<file path="src/pkg/arb_map.svh">
// register indices, field positions and reset values of the radio arbiter status block
// assumes the includer decodes word addresses from the register indices below
`ifndef ARB_MAP_SVH
`define ARB_MAP_SVH

// register indices; byte address is four times the index
`define IDX_CONTROL 32'h50002f00
`define IDX_STATUS 32'h50002f02
`define IDX_MASK 32'h50002f04
`define IDX_EVENTS 32'h50002f06
`define IDX_LSB 2
`define IDX_W 10
`define REG_W 16

// control
`define CTRL_PROG 0

// status
`define ST_EXT0 10
`define ST_PRI 9
`define ST_ACT 8
`define ST_CLOSING 7
`define ST_DEC_LO 5
`define ST_SLOT_LO 0

// event status and mask share one layout except bit 0: summary in event status, global enable in mask
`define EV_SWITCH 15
`define EV_MID 14
`define EV_BREAK 13
`define EV_BUSY_F 12
`define EV_BUSY_R 11
`define EV_BLE_F 10
`define EV_BLE_R 9
`define EV_EXT_F 6
`define EV_EXT_R 5
`define EV_PRI_F 4
`define EV_PRI_R 3
`define EV_ACT_F 2
`define EV_ACT_R 1
`define EV_SUMMARY 0
`define MASK_GIE 0
`define EV_IMPL 16'hfe7e
`define MASK_IMPL 16'hfe7f
`define REG_RST 16'h0000

`endif

</file>
<file path="src/pkg/arb_pkg.sv">
// types of the radio arbiter status block
// assumes nothing of its surroundings
package arb_pkg;
  typedef enum logic [1:0] {
    dec_none = 2'b00,
    dec_ble = 2'b01,
    dec_rsvd = 2'b10,
    dec_ext = 2'b11
  } decision_type;

  typedef enum logic [1:0] {
    arb_idle = 2'b00,
    arb_owned = 2'b01,
    arb_closing = 2'b10
  } arb_state_type;
endpackage

</file>
<file path="src/hdl/edge_events.sv">
// rise and fall pulse detector for a vector of same-clock levels
// assumes every level is already synchronous to pclk
`timescale 1ns/1ps
module edge_events
#(
  parameter int WIDTH = 5
)
(
  input wire logic pclk,
  input wire logic presetn,
  input wire logic [WIDTH-1:0] level,
  output logic [WIDTH-1:0] rise,
  output logic [WIDTH-1:0] fall
);
  logic [WIDTH-1:0] prev_q;

  always_ff @(posedge pclk or negedge presetn)
  begin
    if (!presetn)
      prev_q <= '0;
    else
      prev_q <= level;
  end

  for (genvar i = 0; i < WIDTH; i++)
  begin : g_edge
    assign rise[i] = level[i] & ~prev_q[i];
    assign fall[i] = ~level[i] & prev_q[i];
  end
endmodule // edge_events

</file>
<file path="src/hdl/pin_sync.sv">
// two-flop synchroniser for levels arriving from pins
// assumes the inputs are quasi-static levels, not pulses
`timescale 1ns/1ps
module pin_sync
#(
  parameter int WIDTH = 1
)
(
  input wire logic pclk,
  input wire logic presetn,
  input wire logic [WIDTH-1:0] async_in,
  output logic [WIDTH-1:0] sync_out
);
  logic [WIDTH-1:0] meta_q;

  always_ff @(posedge pclk or negedge presetn)
  begin
    if (!presetn)
    begin
      meta_q <= '0;
      sync_out <= '0;
    end
    else
    begin
      meta_q <= async_in;
      sync_out <= meta_q;
    end
  end
endmodule // pin_sync

</file>
<file path="src/hdl/radio_coex_status_irq.sv">
// radio arbiter decision, status view and event interrupt, as an apb slave
// assumes a same-clock slot resolver offering the winning mac and slot index
//
// Our own choice: register access over APB.
`timescale 1ns/1ps
`include "arb_map.svh"
module radio_coex_status_irq
#(
  parameter int ADDR_W = 12,
  parameter int SLOT_W = 5
)
(
  input wire logic pclk,
  input wire logic presetn,
  input wire logic psel,
  input wire logic penable,
  input wire logic pwrite,
  input wire logic [ADDR_W-1:0] paddr,
  input wire logic [31:0] pwdata,
  output logic [31:0] prdata,
  output logic pready,
  output logic pslverr,
  input wire logic external_activity_in0,
  input wire logic ble_active_in,
  input wire logic ble_txrx_en_in,
  input wire logic ext_txrx_en_in,
  input wire logic radio_busy_in,
  input wire logic slot_req_valid,
  input wire logic [1:0] slot_req_mac,
  input wire logic [SLOT_W-1:0] slot_req_index,
  output logic onchip_priority_out,
  output logic onchip_active_out,
  output logic irq
);
  // ************************************************
  // declarations
  // ************************************************
  localparam int E_ACT = 0;
  localparam int E_PRI = 1;
  localparam int E_EXT = 2;
  localparam int E_BLE = 3;
  localparam int E_BUSY = 4;
  localparam int E_W = 5;

  arb_pkg::arb_state_type state_q, state_d;
  arb_pkg::decision_type decision_q, decision_d, last_owner_q, req_mac;
  logic [SLOT_W-1:0] slot_q, slot_d;
  logic accept, enter_closing;
  logic prog_q, radio_busy_q, ext_s;
  logic [`REG_W-1:0] mask_q, evst_q, evst_d, ev_set, ev_clr;
  logic summary_d;
  logic [E_W-1:0] lv, lv_rise, lv_fall;
  logic setup, access, hit, rd_events_q, rd_status_q;
  logic [31:0] rdata_d;

  function automatic logic mac_active(arb_pkg::decision_type d, logic ble, logic ext);
    mac_active = (d == arb_pkg::dec_ble) ? ble : ((d == arb_pkg::dec_ext) ? ext : 1'b0);
  endfunction

  function automatic logic reg_hit(logic [ADDR_W-1:0] a, logic [31:0] idx);
    reg_hit = (a[`IDX_LSB +: `IDX_W] == idx[`IDX_W-1:0]);
  endfunction

  // ************************************************
  // input capture
  // ************************************************
  pin_sync #(
    .WIDTH(1)
  ) u_ext_sync (
    .pclk(pclk),
    .presetn(presetn),
    .async_in(external_activity_in0),
    .sync_out(ext_s)
  );

  // the busy level is used one cycle late, while ble_active_in is used as it arrives
  always_ff @(posedge pclk or negedge presetn)
  begin
    if (!presetn)
      radio_busy_q <= 1'b0;
    else
      radio_busy_q <= radio_busy_in;
  end

  // ************************************************
  // decision state machine
  // ************************************************
  assign req_mac = arb_pkg::decision_type'(slot_req_mac);

  always_comb
  begin
    state_d = state_q;
    decision_d = decision_q;
    slot_d = slot_q;
    accept = 1'b0;
    enter_closing = 1'b0;
    unique case (state_q)
      arb_pkg::arb_idle:
      begin
        // a requester that is not active cannot be granted
        if (!prog_q && slot_req_valid && mac_active(req_mac, ble_active_in, ext_s))
        begin
          accept = 1'b1;
          state_d = arb_pkg::arb_owned;
          decision_d = req_mac;
          slot_d = slot_req_index;
        end
      end
      arb_pkg::arb_owned:
      begin
        if (!mac_active(decision_q, ble_active_in, ext_s))
        begin
          enter_closing = 1'b1;
          state_d = arb_pkg::arb_closing;
        end
      end
      arb_pkg::arb_closing:
      begin
        // the running transaction always completes, even in programming mode
        if (!radio_busy_q)
        begin
          state_d = arb_pkg::arb_idle;
          decision_d = arb_pkg::dec_none;
        end
      end
      default:
      begin
        state_d = arb_pkg::arb_idle;
        decision_d = arb_pkg::dec_none;
      end
    endcase
  end

  always_ff @(posedge pclk or negedge presetn)
  begin
    if (!presetn)
    begin
      state_q <= arb_pkg::arb_idle;
      decision_q <= arb_pkg::dec_none;
      slot_q <= '0;
      last_owner_q <= arb_pkg::dec_none;
    end
    else
    begin
      state_q <= state_d;
      decision_q <= decision_d;
      slot_q <= slot_d;
      if (accept)
        last_owner_q <= req_mac;
    end
  end

  // priority follows the next decision so it is never high under none
  always_ff @(posedge pclk or negedge presetn)
  begin
    if (!presetn)
    begin
      onchip_priority_out <= 1'b0;
      onchip_active_out <= 1'b0;
    end
    else
    begin
      onchip_priority_out <= (decision_d == arb_pkg::dec_ble);
      onchip_active_out <= ble_active_in;
    end
  end

  // ************************************************
  // events
  // ************************************************
  assign lv = {radio_busy_q, ble_active_in, ext_s, onchip_priority_out, onchip_active_out};

  edge_events #(
    .WIDTH(E_W)
  ) u_edges (
    .pclk(pclk),
    .presetn(presetn),
    .level(lv),
    .rise(lv_rise),
    .fall(lv_fall)
  );

  always_comb
  begin
    ev_set = `REG_RST;
    // passes through none are invisible: compare with the last real owner
    ev_set[`EV_SWITCH] = accept && (req_mac != last_owner_q);
    ev_set[`EV_MID] = accept && (req_mac == arb_pkg::dec_ble ? ble_txrx_en_in : ext_txrx_en_in);
    ev_set[`EV_BREAK] = enter_closing
      && (decision_q == arb_pkg::dec_ble ? ble_txrx_en_in : ext_txrx_en_in);
    ev_set[`EV_BUSY_F] = lv_fall[E_BUSY];
    ev_set[`EV_BUSY_R] = lv_rise[E_BUSY];
    ev_set[`EV_BLE_F] = lv_fall[E_BLE];
    ev_set[`EV_BLE_R] = lv_rise[E_BLE];
    ev_set[`EV_EXT_F] = lv_fall[E_EXT];
    ev_set[`EV_EXT_R] = lv_rise[E_EXT];
    ev_set[`EV_PRI_F] = lv_fall[E_PRI];
    ev_set[`EV_PRI_R] = lv_rise[E_PRI];
    ev_set[`EV_ACT_F] = lv_fall[E_ACT];
    ev_set[`EV_ACT_R] = lv_rise[E_ACT];
  end

  // a read clears only the bits it returned, so a same-cycle set survives
  assign ev_clr = ((access && rd_events_q) ? prdata[`REG_W-1:0] : `REG_RST)
    | ((access && pwrite && reg_hit(paddr, `IDX_EVENTS)) ? pwdata[`REG_W-1:0] : `REG_RST);
  assign evst_d = ((evst_q & ~ev_clr) | ev_set) & `EV_IMPL;
  assign summary_d = |(evst_d & mask_q & `EV_IMPL);

  always_ff @(posedge pclk or negedge presetn)
  begin
    if (!presetn)
    begin
      evst_q <= `REG_RST;
      irq <= 1'b0;
    end
    else
    begin
      evst_q <= evst_d;
      irq <= summary_d && mask_q[`MASK_GIE];
    end
  end

  // ************************************************
  // apb slave
  // ************************************************
  assign setup = psel && !penable;
  assign access = psel && penable && pready;

  always_comb
  begin
    rdata_d = 32'h0000_0000;
    hit = 1'b1;
    if (reg_hit(paddr, `IDX_CONTROL))
      rdata_d[`CTRL_PROG] = prog_q;
    else if (reg_hit(paddr, `IDX_STATUS))
    begin
      rdata_d[`ST_EXT0] = ext_s;
      rdata_d[`ST_PRI] = onchip_priority_out;
      rdata_d[`ST_ACT] = onchip_active_out;
      rdata_d[`ST_CLOSING] = (state_q == arb_pkg::arb_closing);
      rdata_d[`ST_DEC_LO +: 2] = decision_q;
      rdata_d[`ST_SLOT_LO +: SLOT_W] = slot_q;
    end
    else if (reg_hit(paddr, `IDX_MASK))
      rdata_d[`REG_W-1:0] = mask_q;
    else if (reg_hit(paddr, `IDX_EVENTS))
    begin
      rdata_d[`REG_W-1:0] = evst_q;
      rdata_d[`EV_SUMMARY] = |(evst_q & mask_q & `EV_IMPL);
    end
    else
      hit = 1'b0;
  end

  // one wait-free answer: data is captured in the setup cycle
  always_ff @(posedge pclk or negedge presetn)
  begin
    if (!presetn)
    begin
      prdata <= 32'h0000_0000;
      pready <= 1'b0;
      pslverr <= 1'b0;
      rd_events_q <= 1'b0;
      rd_status_q <= 1'b0;
    end
    else
    begin
      pready <= setup;
      if (setup)
      begin
        prdata <= pwrite ? 32'h0000_0000 : rdata_d;
        pslverr <= !hit;
        rd_events_q <= !pwrite && reg_hit(paddr, `IDX_EVENTS);
        rd_status_q <= !pwrite && reg_hit(paddr, `IDX_STATUS);
      end
      else if (access)
      begin
        rd_events_q <= 1'b0;
        rd_status_q <= 1'b0;
      end
    end
  end

  always_ff @(posedge pclk or negedge presetn)
  begin
    if (!presetn)
    begin
      prog_q <= 1'b0;
      mask_q <= `REG_RST;
    end
    else if (access && pwrite)
    begin
      if (reg_hit(paddr, `IDX_CONTROL))
        prog_q <= pwdata[`CTRL_PROG];
      if (reg_hit(paddr, `IDX_MASK))
        mask_q <= pwdata[`REG_W-1:0] & `MASK_IMPL;
    end
  end
endmodule // radio_coex_status_irq

</file>
<file path="config.mk">
export PLATFORM = sky130hd
export DESIGN_NAME = radio_coex_status_irq
export DESIGN_NICKNAME = d
export VERILOG_FILES = /design/src/pkg/arb_pkg.sv /design/src/hdl/edge_events.sv /design/src/hdl/pin_sync.sv /design/src/hdl/radio_coex_status_irq.sv
export VERILOG_INCLUDE_DIRS = /design/src /design/src/pkg
export SDC_FILE = /design/constraint.sdc
export NUM_CORES = 1
export LEC_CHECK = 0
export BUFFER_PORTS_ARGS = -buffer_cell sky130_fd_sc_hd__buf_2
export CAP_MARGIN = 5
export CORE_MARGIN = 2
export CORE_UTILIZATION = 35
export CTS_CLUSTER_DIAMETER = 150
export CTS_CLUSTER_SIZE = 12
export DETAILED_ROUTE_END_ITERATION = 16
export HOLD_SLACK_MARGIN = 0.02
export PLACE_DENSITY = 0.69
export REMOVE_ABC_BUFFERS = 1
export SLEW_MARGIN = 20
export SYNTH_ARGS = -nofsm -noshare
export SYNTH_HDL_FRONTEND = slang
export SYNTH_SLANG_ARGS = --single-unit
</file>
<file path="constraint.sdc">
create_clock -name pclk -period 2.5 [get_ports pclk]
set_input_delay 0.125 -clock pclk [delete_from_list [all_inputs] [get_ports pclk]]
set_output_delay 0.125 -clock pclk [all_outputs]
set_load 0.01 [all_outputs]
</file>
==> reports/results.md, run 1 <==
| Step | Result | This run |
|---|---|---|
| timing | Number of hold violations in the final report | 0 |
| hold path | Classification of the worst-slack hold path | in -> reg |
| logic synthesis | Flops & latches, synth | 68 |
| placed design | Number of I/O port buffers | 62 |
| detailed routing | DRC violations left | 0 |
| logic synthesis | Proportion of netlist area held by the largest area contributor | 49.4% |
| layout | Layout fillers | 969 |
| global routing | Pin count of the biggest net entering global routing | 34 |
| logic synthesis | Cell Area, Synth | 3450 sq um |
| timing | Peak clock frequency supported by timing | 436 MHz |
| logic synthesis | Number of enable-type register cells in the synthesized netlist | 0 |
| timing | Worst slew margin relative to its limit | 58.8% |
| global routing | Remaining global-route overflow | 0 |
| power and ir drop | Static leakage power | 1.94 nW |
| floorplan | Core footprint | 9680 sq um |
| floorplan | Starting Density | 35.6% |
| timing | Count of final setup violators | 0 |
| detailed routing | Aggregate routed wire length | 9270 microns |
| cts | Clock transition at the register clock pins on the worst setup and hold paths after CTS | 0.08 ns |
| floorplan | Die Y | 103 microns |
| layout | Nets | 474 |
| global routing | GRT Resource Usage Total | 18.6% |
| floorplan | Placement row count | 36 |
| cts | Root Buffer Master | clkbuf_8 |
| worst setup path | Critical path peak fanout | 4 |
| worst setup path | Cell-by-cell listing of the critical path | nand4_1 > nor4_2 > nand2_1 > a31o_1 > a32o_1 > o41a_1 |
| logic synthesis | Library cell with the largest summed area after synthesis | dfrtp_1 |
| logic synthesis | Yosys warnings | 0 |
| detailed routing | Number of nets with antenna violations after detailed routing | 0 |
| timing | Setup repair after global routing missed its margin | no |
| logic synthesis | Count of distinct cell types in the synthesized netlist | 51 |
| logic synthesis | Sequential-to-total area share from yosys stat | 49.4% |
| global routing | Number of antenna violations at the first check in global routing | 0 |
| power and ir drop | Max IR drop VDD | 0.344 mV |
| worst setup path | Arrival time worst endpoint | 2.52 ns |
| logic synthesis | Ys async rst share | 100% |
| cts | Count of instances resized after the clock tree is built | 0 |
| timing | Setup total negative slack | 0 ns |
| detailed routing | Iteration-0 DRC Markers | 218 |
| detailed routing | Post-detailed-route wirelength per cell | 16.9 microns |
| detailed routing | Total number of vias | 2858 |
| timing | Final worst path period need | 2.29 ns |
| floorplan | Die X | 103 microns |
| logic synthesis | Top cells by area, synth | dfrtp_1 (49%), nand2_1 (5.9%), mux2_2 (4.9%) |
| worst setup path | Cell type of the slowest stage on the worst timing path | nor4_2 |
| cts | Insertion delay of the later-clocked pin in the worst-skew pair | 0.34 ns |
| outcome | Run status | finished clean |
| layout | Commonest cells after routing, fill and taps aside | dfrtp_1 (68), buf_2 (62), nand2_1 (54), nor2_1 (21), o21ai_0 (19) |
| layout | Final design area excluding fillers | 4190 sq um |
| logic synthesis | Per-instance average area after synthesis | 10.5 sq um |
| detailed routing | Via-to-Cell Ratio | 5.20 |
| detailed routing | DR pass1 iterations | 4 |
| layout | N_diodes | 0 |
| power and ir drop | Power density over cell area | 609 nW/um^2 |
| cts | Post-CTS setup buffers | 0 |
| job | Maximum capacitance violations | 0 |
| cts | Maximum count of clock buffers along a single path | 2 |
| timing | Worst slew pin tran | 0.618 ns |
| cts | TritonCTS clock tree | done |
| placed design | Weighted congestion reported at the end of routability-driven placement | 0.911 |
| cts | Number of buffers created by CTS | 9 |
| layout | Synth-to-layout area growth | 21.6% |
| layout | Post-layout utilization of the core | 43.3% |
| timing | Final worst-path cycle share | 91.8% |
| global routing | Number of global-route vias before repair | 2796 |
| layout | Most frequent standard cell in the layout excluding fill and tap cells | dfrtp_1 |
| worst setup path | Endpoint type of the worst setup path | flop |
| logic synthesis | Ys flop type | dfrtp_1 |
| worst setup path | Req. time, crit path | 2.72 ns |
| worst setup path | Worst path max stage delay | 0.55 ns |
| worst setup path | Crit path kind | reg -> reg |
| timing | Final-report max-slew violation count | 0 |
| layout | Layout cells sized above 1 | 28.8% |
| placed design | HPWL after detailed placement | 6780 microns |
| global routing | Global-route wire length before repair | 14700 microns |
| cts | Clock sink count | 68 |
| logic synthesis | Number of cells produced by synthesis | 329 |
| floorplan | Die area | 10700 sq um |
| worst setup path | Nature of the critical path startpoint | flop |
| cts | H-tree levels | 3 |
| floorplan | Number of primary I/O pins | 99 |
| placed design | Post-detailed-placement cell area | 3860 sq um |
| timing | Final setup skew | 0.00859 ns |
==> critical path: cells and delay by family (launching register included) <==
family,cells,cell delay (ns)
compound gates,3,0.81
simple gates,3,0.98
flops,1,0.38
==> cell usage after synthesis (2+ instances only) <==
master and count:
dfrtp_1 68, nand2_1 54, nor2_1 21, o21ai_0 19
buf_4 18, a21oi_1 15, mux2_2 15, inv_1 10
mux2i_1 10, mux2_1 8, nand3_1 8, o41ai_2 7
a221oi_1 6, nand4_1 6, a32o_1 5, clkbuf_1 5
a22oi_1 4, nor2b_1 4, buf_6 3, a21o_1 2
a22o_1 2, a31o_2 2, a31oi_1 2, and4_1 2
buf_1 2, nand2_2 2, nand2b_1 2, nor3_1 2
nor4_4 2, xnor2_1 2
==> final timing paths <==
path / start / to / slack, ns / depth (start not counted)
setup / recovery: pready$_DFF_PN0_ / irq$_DFF_PN0_ / 0.21 / 6
hold / removal: pwdata[9] / mask_q[9]$_DFFE_PN0P_ / 0.03 / 3
setup reg to reg: pready$_DFF_PN0_ / irq$_DFF_PN0_ / 0.21 / 6
hold reg to reg: u_ext_sync.meta_q$_DFF_PN0_ / u_ext_sync.sync_out$_DFF_PN0_ / 0.36 / 0
max in group asynchronous: presetn / u_edges.prev_q[3]$_DFF_PN0_ / 1.63 / 3
min in group asynchronous: presetn / prdata[11]$_DFFE_PN0P_ / 0.17 / 2
==> layer usage <==
layer	global-route usage (%)	vias to the layer above	share of wire [%]
met5	0	-	0
met4	4.76	0	0.93
met3	4.64	8	6.8
met2	30.2	103	48
met1	25.2	1418	44
li1	-	1329	-
==> through the flow <==
| stage | power, mW | hold slack, ns | instances | setup slack, ns |
|---|---|---|---|---|
| floorplan | 1.47 | -0.171 | 315 | 0.331 |
| global placement | 1.62 | -0.0144 | 521 | 0.186 |
| finish | 2.55 | 0.0280 | 550 | 0.206 |
| CTS | 2.57 | 0.0228 | 550 | 0.205 |
| detailed placement | 1.63 | -0.0107 | 521 | 0.160 |
| global route | 2.68 | 0.0205 | 550 | 0.0803 |
==> cell families (layout without fill, tap and decap cells) <==
logic type,after synthesis,after routing,synth area share (%)
multiplexers,33,33,10.4
XOR/XNOR,2,2,0.508
buffers and inverters,39,112,7.04
other,1,16,0.109
AO/OA/AOI/OAI,73,73,16.0
AND/OR/NAND/NOR,113,113,16.5
flip-flops,68,68,49.4
==> power by group <==
part	leakage (nW)	total (mW)	switching, mW	internal [mW]
Clock	0.0918	0.921	0.431	0.490
Sequential	0.830	1.30	0.103	1.20
Combinational	1.02	0.327	0.172	0.156
Total	1.94	2.55	0.706	1.84
==> layout make-up <==
type | count | area (sq um) | share of cell area [%]
clock inverter | 5 | 61.3 | 1.46
multi-input combinational | 237 | 1560 | 37.2
sequential | 68 | 1700 | 40.6
tap | 133 | 166 | 3.97
inverter | 10 | 37.5 | 0.896
clock buffer | 11 | 141 | 3.38
timing repair buffer | 86 | 523 | 12.5
==> flip-flops by register name, indices dropped and copies added, names as in the netlist, 2 cells and up <==
register,cells
decision_q,2
evst_q,13
last_owner_q,2
mask_q,14
prdata,16
slot_q,5
state_q,2
u_edges.prev_q,5
==> what timing repair did <==
action                                 CTS  global route
setup endpoints to repair                0             0
endpoints found under the hold margin   47             0
hold buffers                            13             0
(Power assumes the default switching activity.)
==> run 2: changes to the inputs <==
Settings changed: CORE_MARGIN 2 to not set, REMOVE_ABC_BUFFERS 1 to not set.
==> run 2 against run 1 <==
  * Sequential share of layout area increased by 0.29 points
  * Critical path depth rose by 1
  * Global-route usage barely moved
  * Clock power rose by 2%
  * Via count decreased by 0.80%
  * Largest power group unchanged
  * Clock skew grew 0.0017 ns
  * Combinational power is 2% lower
==> reports/results.md, run 2 (synthesized netlist as in run 1, its figures left out) <==
| Step | Result | This run | Delta |
|---|---|---|---|
| outcome | Run status | finished clean | unchanged |
| cts | Maximum count of clock buffers along a single path | 2 | unchanged |
| worst setup path | Cell type of the slowest stage on the worst timing path | dfrtp_1 | was nor4_2 |
| timing | Setup repair after global routing missed its margin | no | unchanged |
| timing | Final worst path period need | 2.26 ns | was 2.29 ns |
| placed design | HPWL after detailed placement | 6420 microns | was 6780 microns |
| cts | Post-CTS setup buffers | 0 | unchanged |
| worst setup path | Reg-to-reg endpoint | irq$_DFF_PN0_ | unchanged |
| global routing | Number of antenna violations at the first check in global routing | 0 | unchanged |
| timing | Count of final setup violators | 0 | unchanged |
| detailed routing | Number of nets with antenna violations after detailed routing | 0 | unchanged |
| worst setup path | Arrival time worst endpoint | 2.47 ns | was 2.52 ns |
| worst setup path | Register-to-register setup slack | 0.24 ns | was 0.21 ns |
| cts | Count of instances resized after the clock tree is built | 0 | unchanged |
| placed design | Weighted congestion reported at the end of routability-driven placement | 0.860 | was 0.911 |
| worst setup path | Worst path max stage delay | 0.38 ns | was 0.55 ns |
| global routing | Pin count of the biggest net entering global routing | 69 | was 34 |
| worst setup path | Critical path peak fanout | 13 | was 4 |
| placed design | Setup Slack @ Placement | 0.140 ns | was 0.160 ns |
| worst setup path | R2r worst-path depth | 7 | was 6 |
| job | Maximum capacitance violations | 0 | unchanged |
| timing | Final-report max-slew violation count | 0 | unchanged |
| worst setup path | Endpoint type of the worst setup path | flop | unchanged |
| worst setup path | Cell-by-cell listing of the critical path | nand4_1 > nor4_4 > buf_4 > a221oi_1 > a31oi_1 > nand4_1 > o41a_1 | was nand4_1 > nor4_2 > nand2_1 > a31o_1 > a32o_1 > o41a_1 |
| worst setup path | Crit path top cell by count | nand4_1 |  |
| worst setup path | Launching instance or port of the critical path | pready$_DFF_PN0_ | unchanged |
| detailed routing | DR pass1 iterations | 4 | unchanged |
| floorplan | Core footprint | 9370 sq um | was 9680 sq um |
| detailed routing | Aggregate routed wire length | 8920 microns | was 9270 microns |
| floorplan | Starting Density | 36.8% | was 35.6% |
| timing | Worst slew pin tran | 0.885 ns | was 0.618 ns |
| global routing | Global-route wire length before repair | 14200 microns | was 14700 microns |
| power and ir drop | Static leakage power | 1.94 nW | about the same |
| timing | Final worst-path cycle share | 90.3% | was 91.8% |
| cts | Number of buffers created by CTS | 9 | unchanged |
| floorplan | Die area | 10200 sq um | was 10700 sq um |
| detailed routing | Post-detailed-route wirelength per cell | 16.4 microns | was 16.9 microns |
| worst setup path | RR Startpoint | pready$_DFF_PN0_ | unchanged |
| global routing | Remaining global-route overflow | 0 | unchanged |
| detailed routing | DRC violations left | 0 | unchanged |
| timing | Worst slew margin relative to its limit | 41.0% | was 58.8% |
| floorplan | Number of primary I/O pins | 99 | unchanged |
| global routing | Number of global-route vias before repair | 2776 | was 2796 |
| layout | Post-layout utilization of the core | 44.4% | was 43.3% |
| power and ir drop | Max IR drop VDD | 0.235 mV | was 0.344 mV |
| cts | Clock transition at the register clock pins on the worst setup and hold paths after CTS | 0.07 ns | was 0.08 ns |
| global routing | GRT Resource Usage Total | 18.6% | about the same |
| floorplan | Die X | 101 microns | was 103 microns |
| cts | Insertion delay of the later-clocked pin in the worst-skew pair | 0.35 ns | was 0.34 ns |
| detailed routing | Total number of vias | 2835 | was 2858 |
| cts | Root Buffer Master | clkbuf_8 | unchanged |
| detailed routing | Via-to-Cell Ratio | 5.22 | was 5.20 |
| timing | Post-route worst setup slack | 0.243 ns | was 0.206 ns |
| timing | Setup total negative slack | 0 ns | unchanged |
| layout | Commonest cells after routing, fill and taps aside | dfrtp_1 (68), buf_2 (62), nand2_1 (54), nor2_1 (21), o21ai_0 (19) | unchanged |
| power and ir drop | Power density over cell area | 615 nW/um^2 | was 609 nW/um^2 |
| timing | Hold slack final | 0.0265 ns | was 0.0280 ns |
| timing | Peak clock frequency supported by timing | 443 MHz | was 436 MHz |
| layout | Largest Register | prdata | unchanged |
| timing | Final setup skew | 0.0103 ns | was 0.00859 ns |
| layout | Nets | 471 | was 474 |
| cts | TritonCTS clock tree | done | unchanged |
| placed design | Number of I/O port buffers | 62 | unchanged |
| worst setup path | Req. time, crit path | 2.72 ns | about the same |
| worst setup path | Endpoint of the most critical setup path | irq$_DFF_PN0_ | unchanged |
| cts | Clock sink count | 68 | unchanged |
| layout | N_diodes | 0 | unchanged |
| floorplan | Die Y | 101 microns | was 103 microns |
| hold path | Classification of the worst-slack hold path | in -> reg | unchanged |
| floorplan | Placement row count | 35 | was 36 |
| worst setup path | Crit path kind | reg -> reg | unchanged |
| timing | Number of hold violations in the final report | 0 | unchanged |
| layout | Layout cells sized above 1 | 28.5% | was 28.8% |
| layout | Biggest regs | prdata: 16 flops, mask_q: 14 flops, evst_q: 13 flops | unchanged |
| detailed routing | Iteration-0 DRC Markers | 167 | was 218 |
| layout | Most frequent standard cell in the layout excluding fill and tap cells | dfrtp_1 | unchanged |
| cts | H-tree levels | 3 | unchanged |
| worst setup path | Nature of the critical path startpoint | flop | unchanged |
| layout | Flip-flop count of the largest register, all copies and words added | 16 | unchanged |
| layout | Synth-to-layout area growth | 20.7% | was 21.6% |
[run 2: changes by cell type in the layout (fill, tap and decap cells not counted)]
cell           delta
buf_4             -2
clkbuf_8          +1
clkinvlp_4        -2
dlygate4sd3_1     -1
clkinv_4          -1
clkinv_2          +2
[run 2: cell type report]
cell class                 count  area (sq um)
inverter                      10          37.5
clock inverter                 4          47.5
clock buffer                  12           155
multi-input combinational    237          1560
tap                          129           161
sequential                    68          1700
fill                         916          5210
timing repair buffer          83           498
[run 2: where the power goes]
group	total [mW]	switching [mW]	leakage, nW	internal (mW)
Sequential	1.30	0.0974	0.830	1.20
Combinational	0.321	0.169	1.01	0.153
Clock	0.939	0.427	0.102	0.513
[run 2: what timing repair did]
action	4_1_cts	5_1_grt
hold endpoints to repair	39	0
endpoints found under the setup margin	0	0
hold buffers	12	0
[run 2: per-layer routing]
| layer | vias up | part of all wire [%] | track usage, % |
|---|---|---|---|
| met4 | 0 | 2.0 | 8.03 |
| li1 | 1314 | - | - |
| met3 | 19 | 7.0 | 4.14 |
| met1 | 1388 | 44 | 24.2 |
| met2 | 114 | 47 | 29.9 |
| met5 | - | 0 | 0 |
[run 2: metrics by stage]
step / instances / area (sq um) / power [mW]
after floorplan: 344 / 3500 / 1.50
after global placement: 515 / 3840 / 1.61
after detailed placement: 515 / 3840 / 1.63
after CTS: 543 / 4160 / 2.57
after global routing: 543 / 4160 / 2.66
final: 543 / 4160 / 2.56
[run 2: worst min-delay path by stage]
stage	start	endpoint	depth (start not counted)
floorplan	presetn	decision_q[0]$_DFF_PN0_	0
global placement	external_activity_in0	u_ext_sync.meta_q$_DFF_PN0_	1
detailed placement	radio_busy_in	radio_busy_q$_DFF_PN0_	1
CTS	pwdata[13]	mask_q[13]$_DFFE_PN0P_	2
global route	pwdata[9]	mask_q[9]$_DFFE_PN0P_	3
finish	pwdata[13]	mask_q[13]$_DFFE_PN0P_	2
[run 2: critical path, delay by kind of cell (launching register included)]
kind | cells | cell delay (ns)
flip-flops | 1 | 0.38
buffers and inverters | 1 | 0.25
AND/OR/NAND/NOR | 3 | 0.75
AO/OA/AOI/OAI | 3 | 0.75
